$ cat config.mk
export PLATFORM = sky130hd
export DESIGN_NAME = efs_framer
export DESIGN_NICKNAME = d
export VERILOG_FILES = /design/src/hw/efs_pkg.sv /design/src/hw/efs_rx_check.sv /design/src/hw/efs_framer.sv
export SDC_FILE = /design/constraint.sdc
export NUM_CORES = 1
export LEC_CHECK = 0
export BUFFER_PORTS_ARGS = -buffer_cell sky130_fd_sc_hd__buf_2
export CAP_MARGIN = 40
export CORE_AREA = 2 2 232 234
export CTS_CLUSTER_DIAMETER = 40
export DETAILED_ROUTE_END_ITERATION = 12
export DIE_AREA = 0 0 234 236
export PLACE_DENSITY = 0.58
export SKIP_LAST_GASP = 1
export SYNTH_ARGS = -nofsm -noshare
export SYNTH_HDL_FRONTEND = slang
export SYNTH_SLANG_ARGS = --single-unit
$ cat constraint.sdc
create_clock -name clk -period 2.8 [get_ports clk]
set_clock_uncertainty 0.2 [all_clocks]
set_input_delay 0.84 -clock clk [delete_from_list [all_inputs] [get_ports clk]]
set_output_delay 0.84 -clock clk [all_outputs]
set_load 0.1 [all_outputs]
$ cat src/hw/efs_pkg.sv
package efs_pkg;
	// ----------------------------------------
	// Frame field codes
	// ----------------------------------------
	localparam logic [2:0] PROTO_VER_V1 = 3'h1;
	localparam logic [3:0] KEY_IDX_PLAIN = 4'h0;
	localparam logic [3:0] KEY_IDX_ENC_MAX = 4'he;
	localparam logic [3:0] KEY_IDX_CHANGE = 4'hf;
	localparam int KEY_STORE_BITS = 256;
	localparam int KEY_USE_BITS = 128;
	localparam int E2E_SIG_BYTES = 4;
	localparam int TSTAMP_BYTES = 2;
	localparam int NAS_BYTES = 2;

	// ----------------------------------------
	// Timing
	// ----------------------------------------
	localparam int CLK_PERIOD_NS = 4;
	localparam int SECOND_NS = 1000000000;
	localparam int SEC_CYCLES = SECOND_NS / CLK_PERIOD_NS;

	// ----------------------------------------
	// Register map (byte addresses) and reset values
	// ----------------------------------------
	localparam logic [7:0] REG_CONFIG = 8'h00;
	localparam logic [7:0] REG_EPOCH = 8'h04;
	localparam logic [7:0] REG_DATA_CNT = 8'h08;
	localparam logic [7:0] REG_INST_CNT = 8'h0c;
	localparam logic [7:0] REG_DISCARD = 8'h10;
	localparam logic [7:0] REG_STATUS = 8'h14;
	localparam int CFG_NETID_LSB = 0;
	localparam int CFG_KEY_LSB = 8;
	localparam int CFG_VER_LSB = 12;
	localparam logic [7:0] RST_NETID = 8'h00;
	localparam logic [3:0] RST_KEY = 4'h0;

	// ----------------------------------------
	// Types
	// ----------------------------------------
	typedef enum logic [1:0] {
		MSG_DATA = 2'b00,
		MSG_PROBE = 2'b01,
		MSG_RESPONSE = 2'b10,
		MSG_OTHER = 2'b11
	} efs_msg_e;

	typedef enum logic [1:0] {
		KEY_NET_ACCESS = 2'b00,
		KEY_ENCRYPT = 2'b01,
		KEY_CHANGE = 2'b10
	} efs_keykind_e;

	typedef enum logic [3:0] {
		FLD_IDLE = 4'b0000,
		FLD_CTRL = 4'b0001,
		FLD_NETID = 4'b0010,
		FLD_CNT_HI = 4'b0011,
		FLD_CNT_LO = 4'b0100,
		FLD_APP = 4'b0101,
		FLD_PAYLOAD = 4'b0110,
		FLD_E2E = 4'b0111,
		FLD_TSTAMP = 4'b1000,
		FLD_NAS = 4'b1001
	} efs_fld_e;

	typedef struct packed {
		efs_msg_e kind;
		logic [7:0] appLayerId;
		logic [15:0] echoCounter;
		logic [7:0] payloadLen;
	} efs_txhdr_s;

	typedef struct packed {
		efs_keykind_e kind;
		logic [3:0] index;
	} efs_keysel_s;

	typedef struct packed {
		logic [7:0] controlByte;
		logic [7:0] networkId;
		logic isInstall;
		logic isKeyChangeCmd;
	} efs_rxhdr_s;
endpackage

$ cat src/hw/efs_rx_check.sv
`timescale 1ns/100ps
module efs_rx_check (
	input wire logic clk,
	input wire logic sys_rst,
	input wire logic rxValid,
	input wire efs_pkg::efs_rxhdr_s rxHdr,
	input wire logic [3:0] cfgKeyIndex,
	input wire logic [7:0] cfgNetworkId,
	output logic rxAccept_ff,
	output logic rxDiscard_ff
);
	// ----------------------------------------
	// Header checks on downlink frames
	// ----------------------------------------
	logic [2:0] rxVer;
	logic [3:0] rxKey;
	logic keyOk;
	logic netOk;
	logic verOk;
	logic pass;
	assign rxVer = rxHdr.controlByte[7:5];
	assign rxKey = rxHdr.controlByte[3:0];
	// Key must match, bar plain install frames and key-change commands
	assign keyOk = (rxKey == cfgKeyIndex) ||
		(rxHdr.isInstall && rxKey == efs_pkg::KEY_IDX_PLAIN) ||
		(rxHdr.isKeyChangeCmd && rxKey == efs_pkg::KEY_IDX_CHANGE);
	assign netOk = (rxHdr.networkId == cfgNetworkId);
	assign verOk = (rxVer == efs_pkg::PROTO_VER_V1);
	assign pass = keyOk && netOk && verOk;

	// One-cycle verdict pulses
	always_ff @(posedge clk) begin
		if (sys_rst) begin
			rxAccept_ff <= 1'b0;
			rxDiscard_ff <= 1'b0;
		end else begin
			rxAccept_ff <= rxValid && pass;
			rxDiscard_ff <= rxValid && !pass;
		end
	end
endmodule

$ cat src/hw/efs_framer.sv
`timescale 1ns/100ps
module efs_framer #(
	parameter int SEC_CYCLES = efs_pkg::SEC_CYCLES
) (
	input wire logic clk,
	input wire logic sys_rst,
	input wire logic [7:0] avs_address,
	input wire logic avs_read,
	input wire logic avs_write,
	input wire logic [31:0] avs_writedata,
	output logic [31:0] avs_readdata_ff,
	output logic avs_waitrequest_ff,
	input wire logic txStart,
	input wire efs_pkg::efs_txhdr_s txHdr,
	input wire logic plValid,
	input wire logic [7:0] plByte,
	output logic plReady_ff,
	input wire logic e2eSigValid,
	input wire logic [31:0] e2eSig,
	input wire logic nasSigValid,
	input wire logic [15:0] nasSig,
	input wire logic [efs_pkg::KEY_STORE_BITS-1:0] keyWord,
	output efs_pkg::efs_keysel_s keySel_ff,
	output logic [efs_pkg::KEY_USE_BITS-1:0] macKey_ff,
	output logic [7:0] outByte_ff,
	output logic outValid_ff,
	output efs_pkg::efs_fld_e outField_ff,
	output logic outLast_ff,
	input wire logic outReady,
	output logic txBusy_ff,
	input wire logic rxValid,
	input wire efs_pkg::efs_rxhdr_s rxHdr,
	output logic rxAccept_ff,
	output logic rxDiscard_ff
);
	// ----------------------------------------
	// Configuration and state registers
	// ----------------------------------------
	logic [7:0] netId_ff;
	logic [3:0] cfgKey_ff;
	logic [2:0] cfgVer_ff;
	logic [31:0] epoch_ff;
	logic [31:0] secCnt_ff;
	logic [15:0] dataCnt_ff;
	logic [15:0] instCnt_ff;
	logic [15:0] discardCnt_ff;
	logic [15:0] frameCnt_ff;
	logic [7:0] app_ff;
	logic [7:0] payLeft_ff;
	logic [3:0] ctrlKey_ff;
	logic [1:0] sub_ff;
	logic [31:0] e2e_ff;
	efs_pkg::efs_fld_e st_ff;
	efs_pkg::efs_fld_e nxt_st;
	logic avReq;
	logic avWr;
	logic start;
	logic slotFree;
	logic plTake;
	logic emit;
	logic [7:0] nxt_byte;
	logic [31:0] rdMux;

	assign avReq = avs_read || avs_write;
	assign avWr = avs_write && !avs_waitrequest_ff;
	assign start = txStart && !txBusy_ff;
	assign slotFree = !outValid_ff || outReady;
	assign plTake = plValid && plReady_ff;

	// ----------------------------------------
	// Avalon-MM slave
	// ----------------------------------------
	// Read data mux; unmapped addresses read zero
	always_comb begin
		rdMux = 32'h0000_0000;
		unique case (avs_address)
			efs_pkg::REG_CONFIG: rdMux = {17'h0, cfgVer_ff, cfgKey_ff, netId_ff};
			efs_pkg::REG_EPOCH: rdMux = epoch_ff;
			efs_pkg::REG_DATA_CNT: rdMux = {16'h0, dataCnt_ff};
			efs_pkg::REG_INST_CNT: rdMux = {16'h0, instCnt_ff};
			efs_pkg::REG_DISCARD: rdMux = {16'h0, discardCnt_ff};
			efs_pkg::REG_STATUS: rdMux = {31'h0, txBusy_ff};
			default: rdMux = 32'h0000_0000;
		endcase
	end

	// One wait cycle, then one answer cycle per access
	always_ff @(posedge clk) begin
		if (sys_rst) begin
			avs_waitrequest_ff <= 1'b1;
			avs_readdata_ff <= 32'h0000_0000;
		end else begin
			avs_waitrequest_ff <= !(avReq && avs_waitrequest_ff);
			if (avReq && avs_waitrequest_ff) begin
				avs_readdata_ff <= rdMux;
			end
		end
	end

	// Config writes take effect on the answer edge
	always_ff @(posedge clk) begin
		if (sys_rst) begin
			netId_ff <= efs_pkg::RST_NETID;
			cfgKey_ff <= efs_pkg::RST_KEY;
			cfgVer_ff <= efs_pkg::PROTO_VER_V1;
		end else if (avWr && avs_address == efs_pkg::REG_CONFIG) begin
			netId_ff <= avs_writedata[efs_pkg::CFG_NETID_LSB +: 8];
			cfgKey_ff <= avs_writedata[efs_pkg::CFG_KEY_LSB +: 4];
			cfgVer_ff <= avs_writedata[efs_pkg::CFG_VER_LSB +: 3];
		end
	end

	// Epoch seconds: software sets it, hardware ticks it
	always_ff @(posedge clk) begin
		if (sys_rst) begin
			epoch_ff <= 32'h0000_0000;
			secCnt_ff <= 32'h0000_0000;
		end else if (avWr && avs_address == efs_pkg::REG_EPOCH) begin
			epoch_ff <= avs_writedata;
			secCnt_ff <= 32'h0000_0000;
		end else if (secCnt_ff == 32'(SEC_CYCLES - 1)) begin
			epoch_ff <= epoch_ff + 32'h0000_0001;
			secCnt_ff <= 32'h0000_0000;
		end else begin
			secCnt_ff <= secCnt_ff + 32'h0000_0001;
		end
	end

	// ----------------------------------------
	// Message counters
	// ----------------------------------------
	// Counter sent with the frame is picked at start
	always_ff @(posedge clk) begin
		if (sys_rst) begin
			dataCnt_ff <= 16'h0000;
			instCnt_ff <= 16'h0000;
			frameCnt_ff <= 16'h0000;
		end else if (start) begin
			unique case (txHdr.kind)
				efs_pkg::MSG_DATA: begin
					frameCnt_ff <= dataCnt_ff;
					dataCnt_ff <= dataCnt_ff + 16'h0001;
				end
				efs_pkg::MSG_PROBE: begin
					frameCnt_ff <= instCnt_ff;
					instCnt_ff <= instCnt_ff + 16'h0001;
				end
				efs_pkg::MSG_RESPONSE: frameCnt_ff <= txHdr.echoCounter;
				efs_pkg::MSG_OTHER: frameCnt_ff <= txHdr.echoCounter;
			endcase
		end
	end

	// ----------------------------------------
	// Key selection for the signature engine
	// ----------------------------------------
	always_ff @(posedge clk) begin
		if (sys_rst) begin
			keySel_ff <= '{kind: efs_pkg::KEY_NET_ACCESS, index: efs_pkg::KEY_IDX_PLAIN};
			ctrlKey_ff <= efs_pkg::KEY_IDX_PLAIN;
			app_ff <= 8'h00;
		end else if (start) begin
			app_ff <= txHdr.appLayerId;
			if (txHdr.kind == efs_pkg::MSG_PROBE) begin
				keySel_ff <= '{kind: efs_pkg::KEY_NET_ACCESS, index: efs_pkg::KEY_IDX_PLAIN};
				ctrlKey_ff <= efs_pkg::KEY_IDX_PLAIN;
			end else if (cfgKey_ff == efs_pkg::KEY_IDX_PLAIN) begin
				keySel_ff <= '{kind: efs_pkg::KEY_NET_ACCESS, index: cfgKey_ff};
				ctrlKey_ff <= cfgKey_ff;
			end else if (cfgKey_ff == efs_pkg::KEY_IDX_CHANGE) begin
				keySel_ff <= '{kind: efs_pkg::KEY_CHANGE, index: cfgKey_ff};
				ctrlKey_ff <= cfgKey_ff;
			end else begin
				keySel_ff <= '{kind: efs_pkg::KEY_ENCRYPT, index: cfgKey_ff};
				ctrlKey_ff <= cfgKey_ff;
			end
		end
	end

	// Upper half of the stored key feeds the engines
	always_ff @(posedge clk) begin
		if (sys_rst) begin
			macKey_ff <= '0;
		end else begin
			macKey_ff <= keyWord[efs_pkg::KEY_STORE_BITS-1 -: efs_pkg::KEY_USE_BITS];
		end
	end

	// ----------------------------------------
	// Field sequencer
	// ----------------------------------------
	// Next byte and field; emit when a byte is loaded
	always_comb begin
		nxt_st = st_ff;
		nxt_byte = 8'h00;
		emit = 1'b0;
		unique case (st_ff)
			efs_pkg::FLD_IDLE: begin
				if (start) begin
					nxt_st = efs_pkg::FLD_CTRL;
				end
			end
			efs_pkg::FLD_CTRL: begin
				emit = slotFree;
				nxt_byte = {cfgVer_ff, 1'b0, ctrlKey_ff};
				nxt_st = emit ? efs_pkg::FLD_NETID : st_ff;
			end
			efs_pkg::FLD_NETID: begin
				emit = slotFree;
				nxt_byte = netId_ff;
				nxt_st = emit ? efs_pkg::FLD_CNT_HI : st_ff;
			end
			efs_pkg::FLD_CNT_HI: begin
				emit = slotFree;
				nxt_byte = frameCnt_ff[15:8];
				nxt_st = emit ? efs_pkg::FLD_CNT_LO : st_ff;
			end
			efs_pkg::FLD_CNT_LO: begin
				emit = slotFree;
				nxt_byte = frameCnt_ff[7:0];
				nxt_st = emit ? efs_pkg::FLD_APP : st_ff;
			end
			efs_pkg::FLD_APP: begin
				emit = slotFree;
				nxt_byte = app_ff;
				if (emit) begin
					nxt_st = (payLeft_ff == 8'h00) ? efs_pkg::FLD_E2E : efs_pkg::FLD_PAYLOAD;
				end
			end
			efs_pkg::FLD_PAYLOAD: begin
				emit = plTake;
				nxt_byte = plByte;
				if (plTake && payLeft_ff == 8'h01) begin
					nxt_st = efs_pkg::FLD_E2E;
				end
			end
			efs_pkg::FLD_E2E: begin
				emit = slotFree && e2eSigValid;
				nxt_byte = e2eSig[8*(3-sub_ff) +: 8];
				if (emit && sub_ff == 2'(efs_pkg::E2E_SIG_BYTES - 1)) begin
					nxt_st = efs_pkg::FLD_TSTAMP;
				end
			end
			efs_pkg::FLD_TSTAMP: begin
				emit = slotFree;
				nxt_byte = sub_ff[0] ? epoch_ff[7:0] : epoch_ff[15:8];
				if (emit && sub_ff == 2'(efs_pkg::TSTAMP_BYTES - 1)) begin
					nxt_st = efs_pkg::FLD_NAS;
				end
			end
			efs_pkg::FLD_NAS: begin
				emit = slotFree && nasSigValid;
				nxt_byte = sub_ff[0] ? nasSig[7:0] : nasSig[15:8];
				if (emit && sub_ff == 2'(efs_pkg::NAS_BYTES - 1)) begin
					nxt_st = efs_pkg::FLD_IDLE;
				end
			end
			default: nxt_st = efs_pkg::FLD_IDLE;
		endcase
	end

	// State, byte index within a multi-byte field, payload count
	always_ff @(posedge clk) begin
		if (sys_rst) begin
			st_ff <= efs_pkg::FLD_IDLE;
			sub_ff <= 2'h0;
			payLeft_ff <= 8'h00;
		end else begin
			st_ff <= nxt_st;
			if (start) begin
				payLeft_ff <= txHdr.payloadLen;
			end else if (plTake) begin
				payLeft_ff <= payLeft_ff - 8'h01;
			end
			if (nxt_st != st_ff) begin
				sub_ff <= 2'h0;
			end else if (emit) begin
				sub_ff <= sub_ff + 2'h1;
			end
		end
	end

	// Payload handshake: ready only when the output slot is sure to be empty next cycle
	always_ff @(posedge clk) begin
		if (sys_rst) begin
			plReady_ff <= 1'b0;
		end else begin
			plReady_ff <= (st_ff == efs_pkg::FLD_PAYLOAD) && !outValid_ff && !plTake;
		end
	end

	// Output byte register with back-pressure
	always_ff @(posedge clk) begin
		if (sys_rst) begin
			outByte_ff <= 8'h00;
			outValid_ff <= 1'b0;
			outField_ff <= efs_pkg::FLD_IDLE;
			outLast_ff <= 1'b0;
		end else if (emit) begin
			outByte_ff <= nxt_byte;
			outValid_ff <= 1'b1;
			outField_ff <= st_ff;
			outLast_ff <= (st_ff == efs_pkg::FLD_NAS) && (nxt_st == efs_pkg::FLD_IDLE);
		end else if (outReady) begin
			outValid_ff <= 1'b0;
			outLast_ff <= 1'b0;
		end
	end

	// Busy from start to the last byte being taken
	always_ff @(posedge clk) begin
		if (sys_rst) begin
			txBusy_ff <= 1'b0;
		end else if (start) begin
			txBusy_ff <= 1'b1;
		end else if (outValid_ff && outReady && outLast_ff) begin
			txBusy_ff <= 1'b0;
		end
	end

	// ----------------------------------------
	// Downlink header check
	// ----------------------------------------
	efs_rx_check u_rx_check (
		.clk(clk),
		.sys_rst(sys_rst),
		.rxValid(rxValid),
		.rxHdr(rxHdr),
		.cfgKeyIndex(cfgKey_ff),
		.cfgNetworkId(netId_ff),
		.rxAccept_ff(rxAccept_ff),
		.rxDiscard_ff(rxDiscard_ff)
	);

	// Discards counted for software, saturating
	always_ff @(posedge clk) begin
		if (sys_rst) begin
			discardCnt_ff <= 16'h0000;
		end else if (rxDiscard_ff && discardCnt_ff != 16'hffff) begin
			discardCnt_ff <= discardCnt_ff + 16'h0001;
		end
	end
endmodule

==> results of run 1 <==
-- path summary, 6_finish.rpt --
kind	startpoint	end	cells past startpoint	slack, ps
setup / recovery	txBusy_ff$_SDFFE_PP0P_	txBusy_ff	1	90
hold / removal	keyWord[209]	macKey_ff[81]$_SDFF_PP0_	2	240
setup reg to reg	epoch_ff[2]$_SDFFE_PP0P_	epoch_ff[22]$_SDFFE_PP0P_	6	300
hold reg to reg	avs_readdata_ff[11]$_SDFFE_PP0P_	avs_readdata_ff[11]$_SDFFE_PP0P_	2	250
-- placed cells by master, fill, tap and decap left out, types with 5 or more instances in the layout --
| cell | Yosys | routed |
|---|---|---|
| and3_1 | 15 | 15 |
| buf_12 | 0 | 5 |
| mux4_2 | 14 | 14 |
| nand4_1 | 28 | 28 |
| clkbuf_8 | 0 | 7 |
| buf_4 | 3 | 61 |
| a211oi_1 | 17 | 17 |
| a31oi_1 | 7 | 7 |
| a22o_1 | 9 | 9 |
| bufinv_16 | 0 | 11 |
| a21oi_1 | 65 | 65 |
| nor4_1 | 20 | 20 |
| nor2_1 | 190 | 187 |
| o21ai_1 | 12 | 13 |
| clkinvlp_4 | 0 | 7 |
| o22ai_1 | 11 | 11 |
| xnor2_1 | 56 | 56 |
| or3_1 | 11 | 10 |
| a211oi_2 | 28 | 28 |
| nor3_1 | 23 | 23 |
| a22oi_1 | 40 | 40 |
| o21ai_0 | 43 | 42 |
| dfxtp_1 | 350 | 350 |
| nor3_2 | 5 | 5 |
| mux2i_1 | 63 | 63 |
| nand3_1 | 46 | 46 |
| buf_2 | 14 | 467 |
| nand2_1 | 158 | 158 |
| nor2b_1 | 139 | 139 |
| and2_1 | 9 | 9 |
| nand2b_1 | 10 | 10 |
| xor2_1 | 59 | 59 |
| clkinv_4 | 0 | 8 |
| mux2_2 | 12 | 12 |
| ha_1 | 10 | 10 |
| and4_1 | 11 | 11 |
| clkbuf_16 | 0 | 61 |
| inv_6 | 0 | 12 |
| nand3b_1 | 5 | 5 |
| inv_1 | 25 | 25 |
-- sequential cells by signal, indices dropped and copies added, names as in the netlist, 16 cells and up --
name and count:
avs_readdata_ff 32, epoch_ff 32, frameCnt_ff 16, instCnt_ff 16, macKey_ff 128, dataCnt_ff 16
discardCnt_ff 16, secCnt_ff 32
-- stage by stage --
stage	worst slack, ps	hold slack (ps)	instances	setup TNS, ps
6_report	87.4	243	2890	0
5_1_grt	36.2	220	2890	0
4_1_cts	25.3	209	2888	0
3_5_place_dp	-230	241	2774	-14420
3_3_place_gp	-216	237	2774	-13970
2_1_floorplan	-19.7	226	1643	-500
-- final cells by class --
cell class / count / area share (%)
Multi-Input combinational cell: 1169 / 36.8
Timing Repair Buffer: 534 / 14.0
Tap cell: 696 / 4.19
Sequential cell: 350 / 33.7
Antenna cell: 2 / 0.0241
Clock buffer: 70 / 7.84
Clock inverter: 44 / 3.00
Inverter: 25 / 0.451
-- cells in the mapped netlist (20+ instances only) --
cell type / number / area share (%)
a21oi_1: 65 / 2.1
a22oi_1: 40 / 2.0
nor4_1: 20 / 0.82
xor2_1: 59 / 3.4
nor3_1: 23 / 0.76
mux2i_1: 63 / 4.2
xnor2_1: 56 / 3.2
nor2_1: 190 / 4.7
nor2b_1: 139 / 5.7
nand4_1: 28 / 1.2
o21ai_0: 43 / 1.4
nand2_1: 158 / 3.9
a211oi_2: 28 / 2.3
dfxtp_1: 350 / 46
inv_1: 25 / 0.62
nand3_1: 46 / 1.5
clkbuf_1: 70 / 1.7
-- power by group --
group	switching [mW]	internal (mW)	total, mW
Combinational	1.37	0.536	1.91
Sequential	0.102	5.14	5.25
Clock	2.75	5.25	8.00
-- kinds of logic after synthesis --
logic type | Yosys count
DFF | 350
muxes | 89
adders and majority gates | 10
AOI/OAI and AO/OA | 257
and+or+nand+nor | 698
buffers and inverters | 124
xor gates and xnor gates | 115
-- per-layer routing --
layer	part of all wire, %	global-route usage [%]
met5	0.13	0
met4	4.2	7.98
met3	8.2	5.27
met2	47	30.7
met1	40	21.6
-- timing repair --
action,CTS,global route
gates resized for setup,1,0
setup endpoints to repair,1,0
hold endpoints to repair,0,0
==> summary.txt, run 1 <==
Clocking
  – Postcts setup bufs: 0
  – CTS buffer count: 60
  – CTS Sinks: 350
  – Hold buffers post-CTS: 0
  – Clock buffer depth: 3
  – Clk Latency, worst-skew pair: 620 ps
  – CTS tree: built
  – Root Driver: clkbuf_16
  – Clock transition at path regs: 60 ps
  – Htree depth: 2

Logic synthesis
  – Synth Area per Inst: 9.23 um^2
  – Share of flip-flops with an asynchronous set or reset: 0%
  – Main combinational cell family by area after synthesis: simple AND/OR/NAND/NOR gates
  – Mapped Area: 15200 um^2
  – Sequential share of the synthesized area: 46.2%
  – Simple logic cell fraction of the synthesized area: 23.8%
  – Adder-Cell Fraction of Synth Area: 0.825%
  – Post-Synth XOR/XNOR Area: 6.64%
  – Post-synth cell types: 69
  – Prevailing post-synth register cell: dfxtp_1
  – Multiplexer share of the synthesized area: 7.13%
  – Syn. warnings: 0
  – Post-Syn Instances: 1643
  – Post-synthesis compound-gate area fraction: 12.0%
  – EDFF count, synth: 0
  – Syn nets: 2067
  – #FFs+latches synth: 350

Worst setup path
  – CP Cell Sequence: buf_4
  – Max incr delay on CP: 660 ps
  – Setup crit end kind: output port
  – Worst setup path category: reg -> out
  – CP max-delay cell: dfxtp_1
  – Largest delay contributor family on the critical path: flip-flops
  – Crit path launch type: register
  – Worst Path Required: 1760 ps
  – CP Data Arrival Time: 1670 ps
  – Crit-path max FO: 8
  – Worst path buffer plus inverter count: 1

Cells and area
  – Share of cells above drive strength 1: 33.5%
  – Layout Nets: 2564
  – Final Util: 39.2%
  – Reg area: 7010 um^2
  – Synth-to-Final Area Change: 37.1%
  – Layout fillers: 5307
  – Area of the multi-input gates: 7650 um^2
  – Post-Layout Inst Area: 20800 um^2

Drt
  – Initial DRC Count: 845
  – Vias: 13900
  – Initial DRT Pass Iterations: 5
  – Routed length per placed instance: 18.2 um
  – Routed Antenna Nets: 0
  – Drt via density: 4.81
  – Drc violations: 0
  – Final wirelength: 52700 um

Power
  – Leakage power: 8.61 nW
  – Power per cell area: 729 nW/um^2
  – Worst VDD drop: 512 uV
  – Total chip power: 15.2 mW

Placed design
  – I/O Buffers: 469
  – Hpwl dp: 40900 um
  – GP Congestion: 0.918
  – Placed Area: 18500 um^2

Hold path
  – Hold crit path type: in -> reg

Floorplanning
  – Die area: 55200 um^2
  – Die Span X: 234 um
  – IO Pins: 599
  – Die Height: 236 um
  – Row count: 85
  – Core Area: 53100 um^2
  – Initial Util: 28.6%

STA
  – Max Clk Rate: 0.369 GHz
  – Relative slew slack: 45.2%
  – Hold Fails Final Rpt: 0
  – RSZ-0062 raised after global routing: no
  – Period utilization: 96.9%
  – Final setup violation count: 0
  – Worst-Margin Slew: 821 ps
  – Crit path time final: 2710 ps
  – Max-slew violations: 0

GRT
  – Vias in the first global route: 13700
  – Congestion Overflow GR: 0
  – First-pass GRT wire length: 78000 um
  – Initial antenna violation count: 13
  – Largest net degree at the start of global routing: 88
  – Overall Global Routing Usage: 18.3%

Run status
  – Outcome: finished, final reports clean

Flow run
  – Max Cap Viol: 0
Power figures use the tool's default switching activity.
==> run 2, diff against run 1 <==
CAP_MARGIN = 10   (was 40)
CELL_PAD_IN_SITES_DETAIL_PLACEMENT = 1   (was default)
CELL_PAD_IN_SITES_GLOBAL_PLACEMENT = 1   (was default)
CORE_AREA = 2 2 234 236   (was 2 2 232 234)
DIE_AREA = 0 0 236 238   (was 0 0 234 236)
PLACE_DENSITY = 0.73   (was 0.58)
==> summary.txt, run 2 (synthesis results as in run 1) <==
Power
  – Power per cell area: 721 nW/um^2
  – Total chip power: 15.0 mW
  – Worst VDD drop: 497 uV
  – Leakage power: 8.60 nW

Floorplanning
  – Initial Util: 28.4%
  – Die Height: 238 um
  – Row count: 85
  – Die area: 56200 um^2
  – Core Area: 53500 um^2
  – Die Span X: 236 um
  – IO Pins: 599

Cells and area
  – Most common cell after layout, fill and taps aside: buf_2
  – Max reg flops: 128
  – Biggest register: macKey_ff
  – Post-Layout Inst Area: 20800 um^2
  – Share of cells above drive strength 1: 33.7%
  – Layout Nets: 2569
  – Synth-to-Final Area Change: 36.9%
  – Most frequent cells in the layout: buf_2 (467), dfxtp_1 (350), nor2_1 (187)
  – Final Util: 38.8%

STA
  – Worst-Margin Slew: 645 ps
  – RSZ-0062 raised after global routing: no
  – Period utilization: 97.5%
  – Hold Fails Final Rpt: 0
  – Crit path time final: 2730 ps
  – Max-slew violations: 0
  – Relative slew slack: 57.0%
  – Final setup violation count: 0
  – Hold_ws: 226 ps
  – Max Clk Rate: 0.366 GHz

Placed design
  – Placed Area: 18600 um^2
  – I/O Buffers: 469
  – Hpwl dp: 45700 um
  – GP Congestion: 0.907

Hold path
  – Worst hold stages: 2
  – Hold crit path type: in -> reg

Clocking
  – Postcts setup bufs: 0
  – Clock transition at path regs: 60 ps
  – Htree depth: 2
  – Clock buffer depth: 3
  – Clk Latency, worst-skew pair: 630 ps
  – CTS buffer count: 60
  – Root Driver: clkbuf_16
  – Hold buffers post-CTS: 0
  – CTS tree: built
  – CTS Sinks: 350

GRT
  – Congestion Overflow GR: 0
  – Vias in the first global route: 15400
  – Overall Global Routing Usage: 20.5%
  – Largest net degree at the start of global routing: 84
  – First-pass GRT wire length: 89700 um
  – Initial antenna violation count: 16

Drt
  – Drt via density: 4.94
  – Routed wl met2: 29200 um
  – Highest metal used: met5
  – Wire length on met3: 4190 um
  – Routed Antenna Nets: 0
  – Final wirelength: 59200 um
  – Routed length per placed instance: 20.5 um
  – Drc violations: 0
  – Met1 Routed Length: 23200 um
  – Initial DRT Pass Iterations: 5
  – Initial DRC Count: 910
  – Vias: 14300

Worst setup path
  – Worst path buffer plus inverter count: 1
  – Largest delay contributor family on the critical path: flip-flops
  – Crit path depth: 1
  – Worst Path Required: 1760 ps
  – Crit path launch type: register
  – Crit-path max FO: 8
  – Setup crit end kind: output port
  – CP Data Arrival Time: 1690 ps
  – Worst reg2reg path depth: 7
  – CP Cell Sequence: buf_4
  – Worst setup path category: reg -> out
  – CP max-delay cell: dfxtp_1
  – Max incr delay on CP: 660 ps

Flow run
  – Max Cap Viol: 0

Run status
  – Outcome: finished, final reports clean
==> run 2: where the power goes <==
group | switching, mW | internal (mW) | total, mW | leakage (nW)
Clock | 2.85 | 4.92 | 7.77 | 1.04
Combinational | 1.42 | 0.550 | 1.97 | 4.70
Sequential | 0.0991 | 5.14 | 5.24 | 2.86
==> run 2: worst paths after layout <==
| kind | start | endpoint | slack, ps |
|---|---|---|---|
| min | keyWord[236] | macKey_ff[108]$_SDFF_PP0_ | 230 |
| max reg2reg | st_ff[1]$_SDFF_PP0_ | outByte_ff[3]$_SDFFE_PP0P_ | 240 |
| max | txBusy_ff$_SDFFE_PP0P_ | txBusy_ff | 70 |
| min reg2reg | avs_readdata_ff[5]$_SDFFE_PP0P_ | avs_readdata_ff[5]$_SDFFE_PP0P_ | 250 |
==> run 2: final cells by class <==
class	instances	area, um^2
clock buffer	68	1590
clock inverter	45	572
antenna	1	2.50
inverter	25	93.8
timing repair buffer	539	2970
fill	6254	32700
multi-input combinational	1169	7660
sequential	350	7010
tap	696	871
==> run 2: stage by stage <==
stage               worst slack [ps]  std cells  TNS, ps
finish                          68.8       2893        0
CTS                             40.6       2892        0
floorplan                      -19.7       1643     -500
global route                    40.6       2893        0
detailed placement              -282       2779   -14490
global placement                -281       2779   -13830
==> run 2: what timing repair did <==
item	4_1_cts	5_1_grt
setup endpoints to repair	2	1
pin swaps	0	0
resized for setup	2	1
gates cloned	0	0
==> run 2: layer usage <==
layer / global-route usage, % / vias up
li1: - / 6719
met4: 8.72 / 16
met2: 36.2 / 500
met5: 0 / -
met1: 23.2 / 6913
met3: 5.74 / 148
